File: src/hw/i2c_slave_pkg.sv
package i2c_slave_pkg;

    // Register offsets on the plain register port.
    localparam logic [2:0] ADDR_MODE_CTRL   = 3'h0;
    localparam logic [2:0] ADDR_CTRL_STATUS = 3'h1;
    localparam logic [2:0] ADDR_OWN_ADDR    = 3'h2;
    localparam logic [2:0] ADDR_DATA        = 3'h3;
    localparam logic [2:0] ADDR_EVENTS      = 3'h4;

    // Field positions in the mode control register.
    localparam int MODE_IFACE_SEL_BIT = 7;
    localparam int MODE_SUB_HI_BIT    = 7 - 1;
    localparam int MODE_SUB_LO_BIT    = 4;
    localparam int MODE_ENABLE_BIT    = 1;
    localparam logic [2:0] SUB_MODE_TWO_WIRE = 3'h6;

    // Field positions in the control/status register.
    localparam int CS_ADDR_MATCH_BIT = 6;
    localparam int CS_BUS_BUSY_BIT   = 5;
    localparam int CS_TX_SELECT_BIT  = 4;
    localparam int CS_TX_ACK_BIT     = 3;
    localparam int CS_RW_DIR_BIT     = 2;
    localparam int CS_WAKE_EN_BIT    = 1;
    localparam int CS_RX_ACK_BIT     = 0;

    // Event register bits (write one to clear).
    localparam int EV_ADDR_BIT    = 0;
    localparam int EV_BYTE_BIT    = 1;
    localparam int EV_TIMEOUT_BIT = 2;

    // Values after reset.
    localparam logic [7:0] MODE_CTRL_RESET = 8'h00;
    localparam logic [7:0] CTRL_RESET      = 8'h00;
    localparam logic [6:0] OWN_ADDR_RESET  = 7'h00;

    // Bit counting within one frame byte.
    localparam logic [3:0] BITS_PER_BYTE = 4'h8;

    // Filtered view of the two bus pins.
    typedef struct packed {
        logic scl;
        logic sda;
        logic scl_rise;
        logic scl_fall;
        logic start;
        logic stop;
    } bus_view_t;

    typedef enum logic [2:0] {
        ST_IDLE   = 3'b000,
        ST_ADDR   = 3'b001,
        ST_AACK   = 3'b010,
        ST_RX     = 3'b011,
        ST_RXACK  = 3'b100,
        ST_TX     = 3'b101,
        ST_TXACK  = 3'b110,
        ST_IGNORE = 3'b111
    } slave_state_t;

endpackage

File: src/hw/i2c_pin_sampler.sv
`timescale 1ns/1ps
`default_nettype none

module i2c_pin_sampler
    import i2c_slave_pkg::*;
(
    input  wire logic clock,
    input  wire logic reset_n,
    input  wire logic scl_in,
    input  wire logic sda_in,
    output bus_view_t bus
);

    logic [1:0] scl_sync_q;
    logic [1:0] sda_sync_q;
    logic       scl_q;
    logic       sda_q;

    // Two-stage synchronisers; the second stage and its one-cycle delayed copy (scl_q, sda_q) feed the logic.
    always_ff @(posedge clock or negedge reset_n)
    begin
        if (!reset_n)
        begin
            scl_sync_q <= 2'h3;
            sda_sync_q <= 2'h3;
            scl_q      <= 1'b1;
            sda_q      <= 1'b1;
        end
        else
        begin
            scl_sync_q <= {scl_sync_q[0], scl_in};
            sda_sync_q <= {sda_sync_q[0], sda_in};
            scl_q      <= scl_sync_q[1];
            sda_q      <= sda_sync_q[1];
        end
    end

    // Edge and condition detection on the synchronised levels.
    always_comb
    begin
        bus.scl      = scl_sync_q[1];
        bus.sda      = sda_sync_q[1];
        bus.scl_rise = scl_sync_q[1] & ~scl_q;
        bus.scl_fall = ~scl_sync_q[1] & scl_q;
        // START recognition.
        bus.start    = scl_sync_q[1] & scl_q & sda_q & ~sda_sync_q[1];
        bus.stop     = scl_sync_q[1] & scl_q & ~sda_q & sda_sync_q[1];
    end

endmodule
`default_nettype wire

File: src/hw/i2c_slave_ctrl.sv
`timescale 1ns/1ps
`default_nettype none

// Functional notes
// Software clears tx_ack_value before each received byte to acknowledge it.
// Direction flag reads 0 when master writes, 1 when master reads.
// The eighth frame bit after the address is stored as direction.
// With wake enable set, a matching address raises the wake request; the code raises it only while low_power is high.
// Software clears addr_match_wake_en after waking.
// Ninth-clock acknowledge after a sent byte sets rx_ack_flag 0 or 1.
// Transmitter sends further bytes while rx_ack_flag is 0, stops at 1.
// On missing acknowledge the transmitter releases SDA for the STOP.
// First seven bits after START form the address, MSB first, compared.
// Address match sets addr_match_flag and raises the serial interrupt.
// Interrupt causes: address match, byte done, time-out; flags tell them apart.
// Software enables with mode 0, sub-mode 110, enable 1.
// Software then loads the own slave address.
// Software then sets the serial interrupt enable; this block has no such enable and serial_irq is never masked.
// Only the master makes START; the slave never drives one.
// Any detected START sets bus_busy_flag, matched or not.
// START is SDA falling while SCL stays high.
// addr_match_flag reads 1 on match, 0 otherwise.
// STOP clears bus_busy_flag.
// Receiver drives tx_ack_value on SDA during the ninth clock.
// tx_rx_select 1 makes the slave transmit, 0 receive.
// Disabled or non-two-wire mode ignores the bus and stays idle.
module i2c_slave_ctrl
    import i2c_slave_pkg::*;
(
    input  wire logic       clock,
    input  wire logic       reset_n,
    input  wire logic [2:0] reg_addr,
    input  wire logic [7:0] reg_wdata,
    input  wire logic       reg_write,
    input  wire logic       reg_read,
    output logic      [7:0] reg_rdata,
    input  wire logic       scl_in,
    input  wire logic       sda_in,
    output logic            sda_out,
    output logic            sda_oe,
    output logic            scl_out,
    output logic            scl_oe,
    input  wire logic       timeout_event,
    input  wire logic       low_power,
    output logic            wake_request,
    output logic            serial_irq
);

    bus_view_t    bus;
    slave_state_t state_q;
    logic [7:0]   mode_ctrl_q;
    logic [6:0]   own_addr_q;
    logic [7:0]   shift_q;
    logic [7:0]   tx_data_q;
    logic [7:0]   rx_data_q;
    logic [3:0]   bit_cnt_q;
    logic         addr_match_flag_q;
    logic         bus_busy_flag_q;
    logic         tx_rx_select_q;
    logic         tx_ack_value_q;
    logic         rw_direction_flag_q;
    logic         addr_match_wake_en_q;
    logic         rx_ack_flag_q;
    logic [2:0]   events_q;
    logic         sda_drive_low_q;
    logic         wake_request_q;
    logic         enabled;
    logic         addr_done;
    logic         addr_hit;
    logic         byte_done;
    logic         ev_clear_wr;
    logic [2:0]   ev_set;

    i2c_pin_sampler u_sampler
    (
        .clock   (clock),
        .reset_n (reset_n),
        .scl_in  (scl_in),
        .sda_in  (sda_in),
        .bus     (bus)
    );

    // Enable qualification.
    assign enabled = mode_ctrl_q[MODE_ENABLE_BIT]
                   & ~mode_ctrl_q[MODE_IFACE_SEL_BIT]
                   & (mode_ctrl_q[MODE_SUB_HI_BIT:MODE_SUB_LO_BIT] == SUB_MODE_TWO_WIRE);

    // Address byte completes on the eighth rising SCL edge of the address phase.
    assign addr_done = (state_q == ST_ADDR) && bus.scl_rise && (bit_cnt_q == BITS_PER_BYTE - 4'h1);
    // Compare seven MSB-first address bits.
    assign addr_hit  = addr_done && (shift_q[6:0] == own_addr_q);
    assign byte_done = ((state_q == ST_RX) || (state_q == ST_TX)) && bus.scl_rise
                       && (bit_cnt_q == BITS_PER_BYTE - 4'h1);
    assign ev_clear_wr = reg_write && (reg_addr == ADDR_EVENTS);
    assign ev_set = {timeout_event & enabled, byte_done, addr_hit};

    // Frame sequencer: bits are counted on SCL rising edges, SDA changes after falls.
    always_ff @(posedge clock or negedge reset_n)
    begin
        if (!reset_n)
        begin
            state_q   <= ST_IDLE;
            bit_cnt_q <= 4'h0;
            shift_q   <= 8'h00;
        end
        else if (!enabled || timeout_event)
        begin
            state_q   <= ST_IDLE;
            bit_cnt_q <= 4'h0;
        end
        else if (bus.start)
        begin
            state_q   <= ST_ADDR;
            bit_cnt_q <= 4'h0;
        end
        else if (bus.stop)
        begin
            state_q <= ST_IDLE;
        end
        else
        begin
            case (state_q)
                ST_ADDR, ST_RX:
                begin
                    if (bus.scl_rise)
                    begin
                        shift_q   <= {shift_q[6:0], bus.sda};
                        bit_cnt_q <= bit_cnt_q + 4'h1;
                        if (bit_cnt_q == BITS_PER_BYTE - 4'h1)
                        begin
                            bit_cnt_q <= 4'h0;
                            if (state_q == ST_RX)
                                state_q <= ST_RXACK;
                            else
                                state_q <= addr_hit ? ST_AACK : ST_IGNORE;
                        end
                    end
                end
                ST_AACK, ST_RXACK:
                begin
                    // Ninth clock: leave after its rising edge is seen.
                    if (bus.scl_rise)
                    begin
                        // Direction of the data phase.
                        state_q <= tx_rx_select_q ? ST_TX : ST_RX;
                        shift_q <= tx_data_q;
                    end
                end
                ST_TX:
                begin
                    // Shift on the SCL rise while the drive register still holds the old bit, so the next fall sends a new bit.
                    if (bus.scl_rise)
                    begin
                        shift_q   <= {shift_q[6:0], 1'b0};
                        bit_cnt_q <= bit_cnt_q + 4'h1;
                        if (bit_cnt_q == BITS_PER_BYTE - 4'h1)
                        begin
                            bit_cnt_q <= 4'h0;
                            state_q   <= ST_TXACK;
                        end
                    end
                end
                ST_TXACK:
                begin
                    if (bus.scl_rise)
                    begin
                        // Continue only on acknowledge.
                        state_q <= bus.sda ? ST_IGNORE : ST_TX;
                        shift_q <= tx_data_q;
                    end
                end
                ST_IDLE, ST_IGNORE:
                begin
                    state_q <= state_q;
                end
                default:
                begin
                    state_q <= ST_IDLE;
                end
            endcase
        end
    end

    // SDA drive decided on SCL falling edges so data is stable while SCL is high.
    // Only data, acknowledge or release; a START is never produced.
    always_ff @(posedge clock or negedge reset_n)
    begin
        if (!reset_n)
            sda_drive_low_q <= 1'b0;
        else if (!enabled || bus.stop || bus.start)
            sda_drive_low_q <= 1'b0;
        else if (bus.scl_fall)
        begin
            case (state_q)
                // Address acknowledge is held from this fall to the next one.
                ST_AACK:  sda_drive_low_q <= 1'b1;
                // Ninth-clock acknowledge from the receiver.
                ST_RXACK: sda_drive_low_q <= ~tx_ack_value_q;
                ST_TX:    sda_drive_low_q <= ~shift_q[7];
                // Release SDA while the master answers or after a refusal.
                default:  sda_drive_low_q <= 1'b0;
            endcase
        end
    end

    // SDA follows the drive register only, so it moves while SCL is high only when a START, a STOP or a disable releases it.
    always_comb
    begin
        sda_oe  = sda_drive_low_q;
        sda_out = 1'b0;
        scl_out = 1'b0;
        scl_oe  = 1'b0;
    end

    // Status flags set by the bus.
    always_ff @(posedge clock or negedge reset_n)
    begin
        if (!reset_n)
        begin
            addr_match_flag_q   <= 1'b0;
            bus_busy_flag_q     <= 1'b0;
            rw_direction_flag_q <= 1'b0;
            rx_ack_flag_q       <= 1'b0;
            rx_data_q           <= 8'h00;
        end
        else
        begin
            // START sets busy; STOP clears it.
            if (bus.start)
                bus_busy_flag_q <= 1'b1;
            else if (bus.stop || !enabled)
                bus_busy_flag_q <= 1'b0;
            // Match flag follows each address compare.
            if (bus.start || !enabled)
                addr_match_flag_q <= 1'b0;
            else if (addr_done)
                addr_match_flag_q <= addr_hit;
            // Eighth bit stored as direction; 1 means master reads.
            if (addr_hit)
                rw_direction_flag_q <= bus.sda;
            // Ninth-clock acknowledge sample.
            if (state_q == ST_TXACK && bus.scl_rise && enabled)
                rx_ack_flag_q <= bus.sda;
            if (state_q == ST_RX && byte_done)
                rx_data_q <= {shift_q[6:0], bus.sda};
        end
    end

    // Software-written control state.
    always_ff @(posedge clock or negedge reset_n)
    begin
        if (!reset_n)
        begin
            mode_ctrl_q          <= MODE_CTRL_RESET;
            own_addr_q           <= OWN_ADDR_RESET;
            tx_data_q            <= 8'h00;
            tx_rx_select_q       <= CTRL_RESET[CS_TX_SELECT_BIT];
            tx_ack_value_q       <= CTRL_RESET[CS_TX_ACK_BIT];
            addr_match_wake_en_q <= CTRL_RESET[CS_WAKE_EN_BIT];
        end
        else if (reg_write)
        begin
            case (reg_addr)
                ADDR_MODE_CTRL: mode_ctrl_q <= reg_wdata;
                ADDR_OWN_ADDR:  own_addr_q  <= reg_wdata[7:1];
                ADDR_DATA:      tx_data_q   <= reg_wdata;
                ADDR_CTRL_STATUS:
                begin
                    tx_rx_select_q       <= reg_wdata[CS_TX_SELECT_BIT];
                    tx_ack_value_q       <= reg_wdata[CS_TX_ACK_BIT];
                    addr_match_wake_en_q <= reg_wdata[CS_WAKE_EN_BIT];
                end
                default: own_addr_q <= own_addr_q;
            endcase
        end
    end

    // Sticky causes; a set in the clearing cycle wins.
    always_ff @(posedge clock or negedge reset_n)
    begin
        if (!reset_n)
            events_q <= 3'h0;
        else
            events_q <= (events_q & ~(ev_clear_wr ? reg_wdata[2:0] : 3'h0)) | ev_set;
    end

    // Serial interrupt line from any pending cause.
    assign serial_irq = |events_q;

    // Wake request on match while in a low-power state.
    always_ff @(posedge clock or negedge reset_n)
    begin
        if (!reset_n)
            wake_request_q <= 1'b0;
        else if (!low_power)
            wake_request_q <= 1'b0;
        else if (addr_hit && addr_match_wake_en_q)
            wake_request_q <= 1'b1;
    end

    assign wake_request = wake_request_q;

    // Read data one cycle after the strobe; unmapped addresses read zero.
    always_ff @(posedge clock or negedge reset_n)
    begin
        if (!reset_n)
            reg_rdata <= 8'h00;
        else if (reg_read)
        begin
            case (reg_addr)
                ADDR_MODE_CTRL:   reg_rdata <= mode_ctrl_q;
                ADDR_CTRL_STATUS: reg_rdata <= {1'b0, addr_match_flag_q, bus_busy_flag_q,
                                                tx_rx_select_q, tx_ack_value_q,
                                                rw_direction_flag_q, addr_match_wake_en_q,
                                                rx_ack_flag_q};
                ADDR_OWN_ADDR:    reg_rdata <= {own_addr_q, 1'b0};
                ADDR_DATA:        reg_rdata <= rx_data_q;
                ADDR_EVENTS:      reg_rdata <= {5'h00, events_q};
                default:          reg_rdata <= 8'h00;
            endcase
        end
        else
            reg_rdata <= 8'h00;
    end

    // Busy follows a START within one cycle.
    a_busy_on_start: assert property (@(posedge clock) disable iff (!reset_n)
        bus.start |=> bus_busy_flag_q)
        else $error("Busy flag not set after START.");

    a_busy_on_stop: assert property (@(posedge clock) disable iff (!reset_n)
        bus.stop && !bus.start |=> !bus_busy_flag_q)
        else $error("Busy flag not cleared after STOP.");

    a_match_raises_irq: assert property (@(posedge clock) disable iff (!reset_n)
        addr_hit |=> addr_match_flag_q && serial_irq && events_q[EV_ADDR_BIT])
        else $error("Address match did not raise flag and interrupt.");

    a_match_flag_value: assert property (@(posedge clock) disable iff (!reset_n)
        addr_done && enabled && !bus.start |=> addr_match_flag_q == $past(addr_hit))
        else $error("Match flag disagrees with compare.");

    a_dir_capture: assert property (@(posedge clock) disable iff (!reset_n)
        addr_hit |=> rw_direction_flag_q == $past(bus.sda))
        else $error("Direction flag not the eighth bit.");

    a_rxack_sample: assert property (@(posedge clock) disable iff (!reset_n)
        state_q == ST_TXACK && bus.scl_rise && enabled && !bus.start && !bus.stop
        |=> rx_ack_flag_q == $past(bus.sda))
        else $error("Receive acknowledge flag not sampled.");

    a_nack_release: assert property (@(posedge clock) disable iff (!reset_n)
        state_q == ST_IGNORE |-> !sda_oe)
        else $error("SDA held after refusal.");

    a_disabled_idle: assert property (@(posedge clock) disable iff (!reset_n)
        !enabled |=> state_q == ST_IDLE && !sda_oe)
        else $error("Bus activity while disabled.");

    a_wake_on_match: assert property (@(posedge clock) disable iff (!reset_n)
        addr_hit && addr_match_wake_en_q && low_power |=> wake_request)
        else $error("No wake on address match.");

    c_addr_match:  cover property (@(posedge clock) disable iff (!reset_n) addr_hit);
    c_tx_nack:     cover property (@(posedge clock) disable iff (!reset_n)
        state_q == ST_TXACK ##1 state_q == ST_IGNORE);
    c_rx_byte:     cover property (@(posedge clock) disable iff (!reset_n)
        state_q == ST_RX && byte_done);

endmodule
`default_nettype wire

File: config.mk
export PLATFORM = sky130hd
export DESIGN_NAME = i2c_slave_ctrl
export DESIGN_NICKNAME = d
export VERILOG_FILES = /design/src/hw/i2c_slave_pkg.sv /design/src/hw/i2c_pin_sampler.sv /design/src/hw/i2c_slave_ctrl.sv
export SDC_FILE = /design/constraint.sdc
export NUM_CORES = 1
export LEC_CHECK = 0
export BUFFER_PORTS_ARGS = -buffer_cell sky130_fd_sc_hd__buf_2
export CORE_ASPECT_RATIO = 1.1
export CORE_UTILIZATION = 65
export CTS_BUF_LIST = sky130_fd_sc_hd__clkbuf_4 sky130_fd_sc_hd__clkbuf_8
export DETAILED_ROUTE_END_ITERATION = 6
export GPL_TIMING_DRIVEN = 0
export PLACE_DENSITY = 0.86
export SETUP_SLACK_MARGIN = 0.5
export SLEW_MARGIN = 0
export SYNTH_ARGS = -nofsm -noshare
export SYNTH_HDL_FRONTEND = slang
export SYNTH_HIERARCHICAL = 1
export SYNTH_SLANG_ARGS = --single-unit
File: constraint.sdc
create_clock -name clock -period 4.8 [get_ports clock]
set_input_delay 0.24 -clock clock [delete_from_list [all_inputs] [get_ports clock]]
set_output_delay 0.24 -clock clock [all_outputs]
set_load 0.005 [all_outputs]
Yosys cells after proc, flatten, opt, wreduce, memory -nomap -nowiden:

Index checks and enable logic that the tools add are counted.

* flip-flop bits (word level): 72
* output and inout port bits: 14
* word-level logic and storage cells: 145

* $add $sub $neg: 1
* equality and inequality tests: 26
* muxes and demuxes: 36
* bitwise operators: 23
* reduce and logical (&&, ||, !) cells: 37

Operator list (number)
* 8-bit one-hot mux with 5 select lines: 1
* 3-bit 2-to-1 mux: 13
* 8-bit 2-to-1 mux: 4
* 4-bit 2-to-1 mux: 6
* 8-bit one-hot mux with 3 select lines: 1
* 5-bit inequality test, second input constant: 4
* 3-bit equality test, second input constant: 6
* 7-bit AND reduction: 2
* 3-bit by 2-bit equality test with 1-bit output, second input constant: 4
* 3-bit one-hot mux with 4 select lines: 1
* 1-bit AND: 10
* 1-bit logical AND: 10
* 1-bit NOT: 10
* 3-bit nonzero test: 3
* 3-bit OR reduction: 3
* 1-bit 2-to-1 mux: 8
* 2-bit AND reduction: 4
* 7-bit equality test: 1
* 3-bit by 1-bit equality test with 1-bit output, second input constant: 2
* 3-bit zero test: 2
* 2-bit nonzero test: 3
* 2-bit OR reduction: 3
* 1-bit logical OR: 5
* 5-bit by 3-bit inequality test with 1-bit output, second input constant: 1
* other kinds (14): 16

Depth between registers and ports, before layout:

Gate-level depths: netlist of the first run.

* depth after elaboration: 13
* gate-level depth with buffers: 6
* mapped depth without buffers: 6

By module:

The synthesis of the first run kept the hierarchy.

Modules (own cells, without submodules)
* i2c_slave_ctrl: times used 1, cells each 252, area an instance 3188.1 um^2
* i2c_pin_sampler: times used 1, cells each 12, area an instance 205.2 um^2

Least setup slack after synthesis of the first run:

No wires, ideal clock.

* kind: register to register
* start: register u_sampler.sda_sync_q[1]
* end: register state_q[1]
* setup time: 0.125 ns
* arrival: 2.030 ns
* data required time: 4.675 ns
* setup slack: 2.645 ns
* stages on the path, launching flop included: 5
* path buffers: 0
* clock period less this slack: 2.155 ns
* cell sequence: dfstp_2 > and4b_1 > or4_4 > a2111o_1 > mux2_4

RTL lines
* from (decl): RTL line i2c_pin_sampler.sv:15 `logic [1:0] sda_sync_q;`
* from (signal assigned): RTL line i2c_pin_sampler.sv:32 `sda_sync_q <= {sda_sync_q[0], sda_in};`
* to (signal assigned): RTL line i2c_slave_ctrl.sv:135 `state_q <= addr_hit ? ST_AACK : ST_IGNORE;`
* to (signal assigned): RTL line i2c_slave_ctrl.sv:145 `state_q <= tx_rx_select_q ? ST_TX : ST_RX;`
* to (signal assigned): RTL line i2c_slave_ctrl.sv:168 `state_q <= bus.sda ? ST_IGNORE : ST_TX;`
* to (decl): RTL line i2c_slave_ctrl.sv:50 `slave_state_t state_q;`

==> metrics.log, run 1 <==
[metrics] total congestion overflow: 0
[metrics] net switching fraction of the power: 26.4%
[metrics] clock network fraction of design power: 33.8%
[metrics] all-layer global routing usage: ~28%
[metrics] max-capacitance violation count: 0
[metrics] clock input transition at the sequential cells of the worst setup and hold paths: 0.07 ns
[metrics] summed negative setup slack over all endpoints: 0 ns
[metrics] Worst-Margin Slew: 1.06 ns
[metrics] critical path type: reg2reg
[metrics] post-route clock period utilization: 48.1%
[metrics] maximum number of pins on one net before global-route repair: between 70 and 80
[metrics] static leakage: 1.77 nW
[metrics] Remaining DRCs: 0
[metrics] finished layout cell area: 3820 sq um
[metrics] Pwr Density: about 360 nW/um^2
[metrics] number of buffers inserted during clock tree synthesis: 9
[metrics] first-pass GRT wire length: approximately 11 mm
[metrics] number of port buffers: 29
[metrics] layout cells sized above 1: 40.1%
[metrics] internal power: 1.00 mW
[metrics] count of hold-fix buffers inserted at cts: 2
[metrics] width of the die: 70.8 um
[metrics] First DRT Iteration DRCs: 252
[metrics] diode insertion count for antenna repair: 0
[metrics] count of final setup violators: 0
[metrics] Max FO, Critical Path: 5
[metrics] clock network latency to the later pin of the worst-skew pair: around 0.35 ns
[metrics] mean area per synthesized cell: 12.9 sq um
[metrics] total I/O pin count: 33
[metrics] proportion of power drawn by combinational gates: 13.6%
[metrics] maximum clock frequency: 434 MHz
[metrics] crit path launch: u_sampler/sda_sync_q[1]
[metrics] Critical Path Sink Type: flip-flop
[metrics] floorplan die height: about 78 um
[metrics] number of standard cells after synthesis: 263
[metrics] maximum VDD drop: 229 uV
[metrics] sw power: 0.360 mW
[metrics] routability congestion estimate: 0.950
[metrics] post_cts resized: 0
[metrics] DRT antenna net count: 0
[metrics] CTS H-Tree Depth: 3
[metrics] TritonCTS clock tree: done
[metrics] FF-to-FF Start: u_sampler/sda_sync_q[1]
[metrics] setup repair after global routing missed its margin: no
[metrics] standard-cell row count: 27
[metrics] required time of the worst setup path: between 5 and 6 ns
[metrics] final hold viol count: 0
[metrics] worst hold path type: in2async
[metrics] count of yosys warnings during synthesis: 6
[metrics] area enclosed by the die boundary: 5500 sq um
[metrics] time the final worst path needs with I/O delays and setup: 2.31 ns
[metrics] fraction of power consumed by sequential logic: 52.6%
[metrics] placeable core region: roughly 5000 sq um
[metrics] Clock Path Buffers: 2
[metrics] relative area change from synthesis to final layout: 12.8%
[metrics] drt via density: 6.18
[metrics] worst-case hold slack: ~0.0080 ns
[metrics] Total Routed Length: 6.91 mm
[metrics] outcome: finished clean
[metrics] number of search-and-repair iterations in the first detailed-routing pass: 6
[metrics] initial standard-cell utilization of the core: 67.7%
[metrics] post-route clock skew: approximately 0.0071 ns
[metrics] Netlist Area Pre-Place: 3390 sq um
[metrics] DR WL/cell: 18.7 um
[metrics] post-CTS setup-driven buffer insertion count: 0
[metrics] number of antenna violations at the first check in global routing: 0
[metrics] clock sinks: 72
[metrics] crit path DAT: 2.55 ns
[metrics] max-slew violation total from the final report: 0
[metrics] kind of start point of the critical path: flip-flop
[metrics] count of vias placed by the detailed router: around 2300
[metrics] Nets: 327
[metrics] clock root cell: clkbuf_8
[metrics] Slew Limit Headroom: 29.2%
[metrics] via count of the first global-routing pass: about 2300
[metrics] total placed instance area: 3610 sq um
[metrics] detailed-placement wirelength estimate: 4.60 mm
## layer usage
| metal | up-vias | global-route usage, % | routed length [um] |
|---|---|---|---|
| li1 | 1029 | - | - |
| met1 | 1132 | 36.5 | 2900 |
| met2 | 103 | 44.0 | 3360 |
| met3 | 23 | 5.84 | 433 |
| met4 | 0 | 16.8 | 210 |
| met5 | - | 0 | 0 |
## worst max-delay path, stage by stage, from the launching register on
cell and delay (ns):
dfstp_2 0.56, and4b_1 0.24, or4_4 0.58, a2111o_1 0.50, mux2_4 0.32
## power by group through the flow
stage | clock [mW] | combinational, mW | sequential, mW
floorplan | 0 | 0.127 | 0.713
global placement | 0 | 0.176 | 0.722
detailed placement | 0 | 0.182 | 0.727
CTS | 0.462 | 0.186 | 0.717
global route | 0.487 | 0.200 | 0.725
finish | 0.461 | 0.186 | 0.718
## flip-flops by register name, indices dropped and copies added, names as in the netlist, 2 cells and up
| name | cells |
|---|---|
| mode_ctrl_q | 8 |
| reg_rdata | 8 |
| rx_data_q | 8 |
| shift_q | 8 |
| tx_data_q | 8 |
| own_addr_q | 7 |
| bit_cnt_q | 4 |
| events_q | 3 |
| state_q | 3 |
| u_sampler/scl_sync_q | 2 |
| u_sampler/sda_sync_q | 2 |
## per-stage QoR
stage | utilization (%) | std cells | setup slack (ns) | power (mW)
after floorplan | - | 265 | 2.64 | 0.840
after global placement | 72.2 | 352 | 2.55 | 0.899
after detailed placement | 72.3 | 352 | 2.52 | 0.909
after CTS | 76.4 | 370 | 2.49 | 1.36
after global routing | 76.4 | 370 | 2.32 | 1.41
final | 76.4 | 370 | 2.49 | 1.36
## cell type report
cell class,count,area (sq um)
Tap cell,58,72.6
Multi-Input combinational cell,178,1510
Fill cell,318,1180
Clock buffer,9,124
Buffer,10,58.8
Clock inverter,7,62.6
Timing Repair Buffer,31,168
Inverter,5,18.8
Sequential cell,72,1810
## final timing paths
path                                            to  slack (ns)  depth (start not counted)
max                                     state_q[1]        2.49                          4
max reg2reg                             state_q[1]        2.49                          4
min reg2reg                u_sampler/sda_sync_q[1]        0.36                          0
max in group asynchronous            own_addr_q[1]        4.24                          1
min in group clock                    wake_request        0.10                          2
min                                   bit_cnt_q[3]       0.008                          1
## cell usage in the layout (no fill, tap or decap), drive strengths merged, types with 7 or more instances in the layout
| cell type | instances |
|---|---|
| buf | 36 |
| dfrtp | 66 |
| mux2 | 52 |
| clkbuf | 12 |
| nor2b | 7 |
| nor2 | 15 |
| nand2 | 22 |
| xor2 | 8 |
| nand2b | 8 |
(Power assumes the default switching activity.)
==> run 2, diff against run 1 <==
--- a/config.mk
+++ b/config.mk
@@ -7,11 +7,11 @@
 export LEC_CHECK = 0
 export BUFFER_PORTS_ARGS = -buffer_cell sky130_fd_sc_hd__buf_2
 export CORE_ASPECT_RATIO = 1.1
-export CORE_UTILIZATION = 65
+export CORE_UTILIZATION = 55
 export CTS_BUF_LIST = sky130_fd_sc_hd__clkbuf_4 sky130_fd_sc_hd__clkbuf_8
 export DETAILED_ROUTE_END_ITERATION = 6
 export GPL_TIMING_DRIVEN = 0
-export PLACE_DENSITY = 0.86
+export PLACE_DENSITY = 0.78
 export SETUP_SLACK_MARGIN = 0.5
 export SLEW_MARGIN = 0
 export SYNTH_ARGS = -nofsm -noshare
==> constraint.sdc (replaced) <==
create_clock -name clock -period 2.05 [get_ports clock]
set_input_delay 0.1025 -clock clock [delete_from_list [all_inputs] [get_ports clock]]
set_output_delay 0.1025 -clock clock [all_outputs]
set_load 0.005 [all_outputs]
==> metrics.log, run 2 (synthesis gave the netlist of run 1 again) <==
[metrics] Filler Cell Count: roughly 360
[metrics] Clock Path Buffers: 2
[metrics] DR WL/cell: 18.5 um
[metrics] Cell Chain, Critical Path: and4b_2, or4_4, a2111o_1, mux2_4
[metrics] Max FO, Critical Path: 4
[metrics] total I/O pin count: 33
[metrics] drt via density: 5.79
[metrics] routability congestion estimate: 0.857
[metrics] required time of the worst setup path: 2.28 ns
[metrics] sw power: 0.839 mW
[metrics] fraction of power consumed by sequential logic: a little over half
[metrics] clock input transition at the sequential cells of the worst setup and hold paths: 0.07 ns
[metrics] post-route clock period utilization: 102%
[metrics] cell total after placement: 371
[metrics] number of antenna violations at the first check in global routing: 0
[metrics] Slew Limit Headroom: 25.1%
[metrics] Pwr Density: 730 nW/um^2
[metrics] Remaining DRCs: 0
[metrics] detailed-placement wirelength estimate: 4.94 mm
[metrics] clock sinks: 72
[metrics] worst hold path type: in2reg
[metrics] Critical Path Sink Type: flip-flop
[metrics] maximum clock frequency: 476 MHz
[metrics] relative area change from synthesis to final layout: 28.8%
[metrics] number of buffers inserted during clock tree synthesis: 9
[metrics] post-route clock skew: 0.00764 ns
[metrics] TritonCTS clock tree: done
[metrics] violations in the final reports: negative setup slack
[metrics] maximum cell stage delay along the critical path: between 0.5 and 0.6 ns
[metrics] number of port buffers: 29
[metrics] diode insertion count for antenna repair: 0
[metrics] total placed instance area: roughly 3700 sq um
[metrics] via count of the first global-routing pass: 2542
[metrics] Worst-Margin Slew: 1.12 ns
[metrics] floorplan die height: ~84 um
[metrics] internal power: 2.34 mW
[metrics] max-slew violation total from the final report: 0
[metrics] count of vias placed by the detailed router: 2454
[metrics] crit path DAT: around 2.3 ns
[metrics] most common cell after layout, fill and taps aside: dfrtp_1
[metrics] First DRT Iteration DRCs: 163
[metrics] width of the die: 76.8 um
[metrics] worst-case hold slack: between 0.01 and 0.015 ns
[metrics] Total Routed Length: between 7 and 8 mm
[metrics] area enclosed by the die boundary: 6470 sq um
[metrics] total power: between 3 and 4 mW
[metrics] count of final setup violators: 2
[metrics] clock network fraction of design power: 31.6%
[metrics] critical path type: reg2reg
[metrics] initial standard-cell utilization of the core: 58.0%
[metrics] highest-delay cell along the critical path: dfstp_2
[metrics] clock network latency to the later pin of the worst-skew pair: 0.35 ns
[metrics] final hold viol count: 0
[metrics] Nets: 362
[metrics] static leakage: 2.02 nW
[metrics] all-layer global routing usage: 26.4%
[metrics] first-pass GRT wire length: 12.7 mm
[metrics] finished layout cell area: 4360 sq um
[metrics] proportion of power drawn by combinational gates: 15.6%
[metrics] number of search-and-repair iterations in the first detailed-routing pass: 4
[metrics] placeable core region: 5840 sq um
[metrics] time the final worst path needs with I/O delays and setup: 2.10 ns
[metrics] DRT antenna net count: 0
[metrics] maximum VDD drop: 550 uV
[metrics] total congestion overflow: 0
[metrics] setup repair after global routing missed its margin: yes
[metrics] standard-cell row count: 29
[metrics] maximum number of pins on one net before global-route repair: 73
[metrics] layout cells sized above 1: 51.0%
[metrics] net switching fraction of the power: 26.4%
[metrics] Final Instance Count excl. Fillers: about 420
[metrics] final worst setup slack: -0.0499 ns
[metrics] outcome: complete, but fails checks
[metrics] post-route core utilization: approximately 75%
[metrics] clock root cell: clkbuf_8
[metrics] highest-count cells in the layout ignoring fill and taps: dfrtp_1 (65), mux2_2 (33), buf_2 (30)
[metrics] max-capacitance violation count: 0
[metrics] CTS H-Tree Depth: 3
[metrics] kind of start point of the critical path: flip-flop
[run 2: cell types whose count changed in the layout (fill, tap and decap cells not counted), moves of 3 or more]
cell,previous run,this run
buf_4,6,29
mux2_2,51,33
mux2_4,1,19
buf_6,0,9
clkbuf_4,0,3
clkinv_2,5,2
nor2_4,0,3
[run 2: metal layers]
layer / track usage (%) / part of all wire, % / up-vias
met5: 0 / 0 / -
met4: 14.7 / 3.2 / 0
met3: 6.20 / 5.1 / 25
met2: 42.1 / 49 / 97
met1: 33.4 / 43 / 1236
li1: - / - / 1096
[run 2: worst paths after layout]
kind / slack [ns] / endpoint / cells after the start / startpoint
min in group asynchronous: 0.40 / wake_request / 2 / reset_n
worst min-delay path: 0.01 / reg_rdata[0] / 2 / reg_read
max in group asynchronous: 1.01 / shift_q[5] / 2 / reset_n
worst max-delay path: -0.05 / state_q[1] / 4 / u_sampler/sda_sync_q[1]
worst min register to register: 0.36 / u_sampler/scl_sync_q[1] / 0 / u_sampler/scl_sync_q[0]
worst max register to register: -0.05 / state_q[1] / 4 / u_sampler/sda_sync_q[1]
[run 2: worst max-delay path, delay by kind of cell, from the launching register on]
| kind | cells | cell delay (ns) |
|---|---|---|
| flip-flops | 1 | 0.53 |
| AND/OR/NAND/NOR | 2 | 0.75 |
| AO/OA/AOI/OAI | 1 | 0.38 |
| multiplexers | 1 | 0.32 |
[run 2: what timing repair did]
action,CTS,global route
endpoints found under the hold margin,69,0
pin swaps,8,12
hold buffers,4,0
buffers inserted,23,10
endpoints found under the setup margin,29,29
resized for setup,28,7
[run 2: cell type report]
cell class	instances	area, sq um	share of cell area (%)
flip-flops and latches	72	1810	41.5
multi-input cells	178	1710	39.3
repair buffers	66	482	11.1
clock buffers	13	160	3.67
well taps	77	96.3	2.21
plain buffers	10	58.8	1.35
inverters	5	21.3	0.488
clock inverters	3	17.5	0.402
[run 2: power by group through the flow]
stage / logic [mW] / registers (mW) / clock network (mW)
2_1_floorplan: 0.303 / 1.67 / 0
3_3_place_gp: 0.423 / 1.69 / 0
3_5_place_dp: 0.437 / 1.70 / 0
4_1_cts: 0.479 / 1.68 / 1.02
5_1_grt: 0.540 / 1.69 / 1.08
6_report: 0.498 / 1.68 / 1.01
[run 2: through the flow]
stage / worst slack [ns] / TNS, ns
floorplan: 0.0452 / 0
global placement: -0.357 / -2.89
detailed placement: -0.393 / -3.23
CTS: -0.0257 / -0.0270
global route: -0.0956 / -0.351
finish: -0.0499 / -0.0955
==> run 3, diff against run 2 <==
--- a/config.mk
+++ b/config.mk
@@ -12,7 +12,6 @@
 export DETAILED_ROUTE_END_ITERATION = 6
 export GPL_TIMING_DRIVEN = 0
 export PLACE_DENSITY = 0.78
-export SETUP_SLACK_MARGIN = 0.5
 export SLEW_MARGIN = 0
 export SYNTH_ARGS = -nofsm -noshare
 export SYNTH_HDL_FRONTEND = slang
==> metrics.log, run 3 (synthesis gave the netlist of run 1 again) <==
[metrics] max-slew violation total from the final report: 0
[metrics] CTS H-Tree Depth: 3
[metrics] post-route clock period utilization: 105%
[metrics] total power: approximately 3.6 mW
[metrics] final hold viol count: 0
[metrics] standard-cell row count: 29
[metrics] clock sinks: 72
[metrics] first-pass GRT wire length: approximately 12 mm
[metrics] final worst setup slack: -0.0937 ns
[metrics] maximum clock frequency: 466 MHz
[metrics] Clock Path Buffers: 2
[metrics] placeable core region: 5840 sq um
[metrics] Post-Place Worst Slack: -0.221 ns
[metrics] end of the worst hold path: tx_data_q[5]
[metrics] clock network latency to the later pin of the worst-skew pair: roughly 0.35 ns
[metrics] worst hold path type: in2reg
[metrics] sequential cell area: approximately 1800 sq um
[metrics] number of buffers inserted during clock tree synthesis: 9
[metrics] post-route clock skew: 0.00924 ns
[metrics] outcome: complete, but fails checks
[metrics] max-capacitance violation count: 0
[metrics] Pwr Density: 900 nW/um^2
[metrics] count of final setup violators: 3
[metrics] Worst-Margin Slew: 1.09 ns
[metrics] all-layer global routing usage: 24.4%
[metrics] number of search-and-repair iterations in the first detailed-routing pass: 4
[metrics] Slew Limit Headroom: 26.9%
[metrics] crit path DAT: 2.38 ns
[metrics] highest-count cells in the layout ignoring fill and taps: dfrtp_1 (66), mux2_2 (51), buf_2 (30)
[metrics] Worst Reg-to-Reg Cells: 4
[metrics] kind of start point of the critical path: flip-flop
[metrics] critical path type: reg2reg
[metrics] detailed-placement wirelength estimate: 4.69 mm
[metrics] total I/O pin count: 33
[metrics] static leakage: 1.87 nW
[metrics] footprint of the multi-input gates: roughly 1500 sq um
[metrics] DRT antenna net count: 0
[metrics] Total Routed Length: 7.08 mm
[metrics] Critical R2R Capture: state_q[1]
[metrics] TritonCTS clock tree: done
[metrics] floorplan die height: roughly 84 um
[metrics] maximum number of pins on one net before global-route repair: between 70 and 80
[metrics] time the final worst path needs with I/O delays and setup: 2.14 ns
[metrics] via count of the first global-routing pass: 2309
[metrics] diode insertion count for antenna repair: 0
[metrics] width of the die: 76.8 um
[metrics] Max FO, Critical Path: 4
[metrics] most common cell after layout, fill and taps aside: dfrtp_1
[metrics] First DRT Iteration DRCs: approximately 150
[metrics] maximum VDD drop: around 560 uV
[metrics] register-to-register setup slack: -0.09 ns
[metrics] violations in the final reports: negative setup slack
[metrics] number of port buffers: 29
[metrics] area enclosed by the die boundary: roughly 6500 sq um
[metrics] startpoint of the most critical hold path: reg_wdata[5]
[metrics] setup repair after global routing missed its margin: yes
[metrics] Filler Cell Count: 410
[metrics] WHS Path Cells: 2
[metrics] clock input transition at the sequential cells of the worst setup and hold paths: ~0.08 ns
[metrics] Nets: 336
[metrics] drt via density: between 5 and 6
[metrics] number of antenna violations at the first check in global routing: 0
[metrics] routability congestion estimate: 0.871
[metrics] clock root cell: clkbuf_8
[metrics] Remaining DRCs: 0
[metrics] DR WL/cell: 17.8 um
[metrics] layout cells sized above 1: around two fifths
[metrics] relative area change from synthesis to final layout: 19.7%
[metrics] initial standard-cell utilization of the core: 58.0%
[metrics] FF-to-FF Start: u_sampler/sda_sync_q[1]
[metrics] total congestion overflow: 0
[metrics] count of vias placed by the detailed router: 2285
[metrics] Critical Path Sink Type: flip-flop
[metrics] required time of the worst setup path: 2.28 ns
## run 3: changes by cell type in the layout (fill, tap and decap cells not counted), moves of 4 or more
cell       delta
buf_4        -18
bufinv_16     +4
mux2_2       +18
mux2_4       -18
buf_6         -9
## run 3: final cells by class
cell class | count | share of cell area, %
Sequential cell | 72 | 44.6
Multi-Input combinational cell | 178 | 38.0
Timing Repair Buffer | 40 | 6.30
Clock buffer | 11 | 3.58
Clock inverter | 5 | 3.18
Tap cell | 77 | 2.38
Buffer | 10 | 1.45
Inverter | 5 | 0.463
## run 3: where the power goes
group / internal, mW / switching, mW / total [mW]
Clock: 0.981 / 0.543 / 1.52
Combinational: 0.241 / 0.207 / 0.448
Sequential: 1.57 / 0.108 / 1.68
Total: 2.79 / 0.858 / 3.65
## run 3: routing by layer
metal | part of all wire (%) | up-vias | GRT usage (%)
met4 | 2.2 | 0 | 11.4
met2 | 51 | 55 | 39.4
met1 | 43 | 1165 | 31.8
li1 | - | 1048 | -
met5 | 0 | - | 0
met3 | 4.1 | 17 | 5.00
## run 3: how the worst max path moves through the flow
| stage | start | end | slack [ns] | cells past startpoint |
|---|---|---|---|---|
| finish | u_sampler/sda_sync_q[1] | state_q[1] | -0.09 | 4 |
| global route | u_sampler/sda_sync_q[1] | state_q[1] | -0.13 | 4 |
| CTS | u_sampler/sda_sync_q[1] | state_q[1] | -0.1 | 4 |
| detailed placement | state_q[2] | shift_q[2] | -0.22 | 5 |
| global placement | state_q[2] | shift_q[2] | -0.19 | 5 |
| floorplan | u_sampler/sda_sync_q[1] | state_q[1] | 0.04 | 4 |
## run 3: worst max-delay path, stage by stage (launching register included)
cell      delay (ns)
dfstp_2         0.54
and4b_2         0.26
or4_4           0.53
a2111o_1        0.38
mux2_4          0.32
## run 3: timing repair
action,in CTS,in global routing
setup endpoints to repair,19,22
hold endpoints to repair,70,0
setup buffers,2,4
resized for setup,3,4
hold buffers,5,0
pin swaps,1,3
## run 3: per-stage QoR
| stage | std cells | util, % | instance area [sq um] | hold slack (ns) | TNS, ns |
|---|---|---|---|---|---|
| 2_1_floorplan | 265 | - | 3390 | -0.193 | 0 |
| 3_3_place_gp | 371 | 62.2 | 3630 | 0.207 | -2.47 |
| 3_5_place_dp | 371 | 62.3 | 3640 | 0.210 | -2.50 |
| 4_1_cts | 394 | 68.6 | 4010 | 0.000726 | -0.174 |
| 5_1_grt | 398 | 69.4 | 4050 | 0.0159 | -1.01 |
| 6_report | 398 | 69.4 | 4050 | 0.0155 | -0.163 |
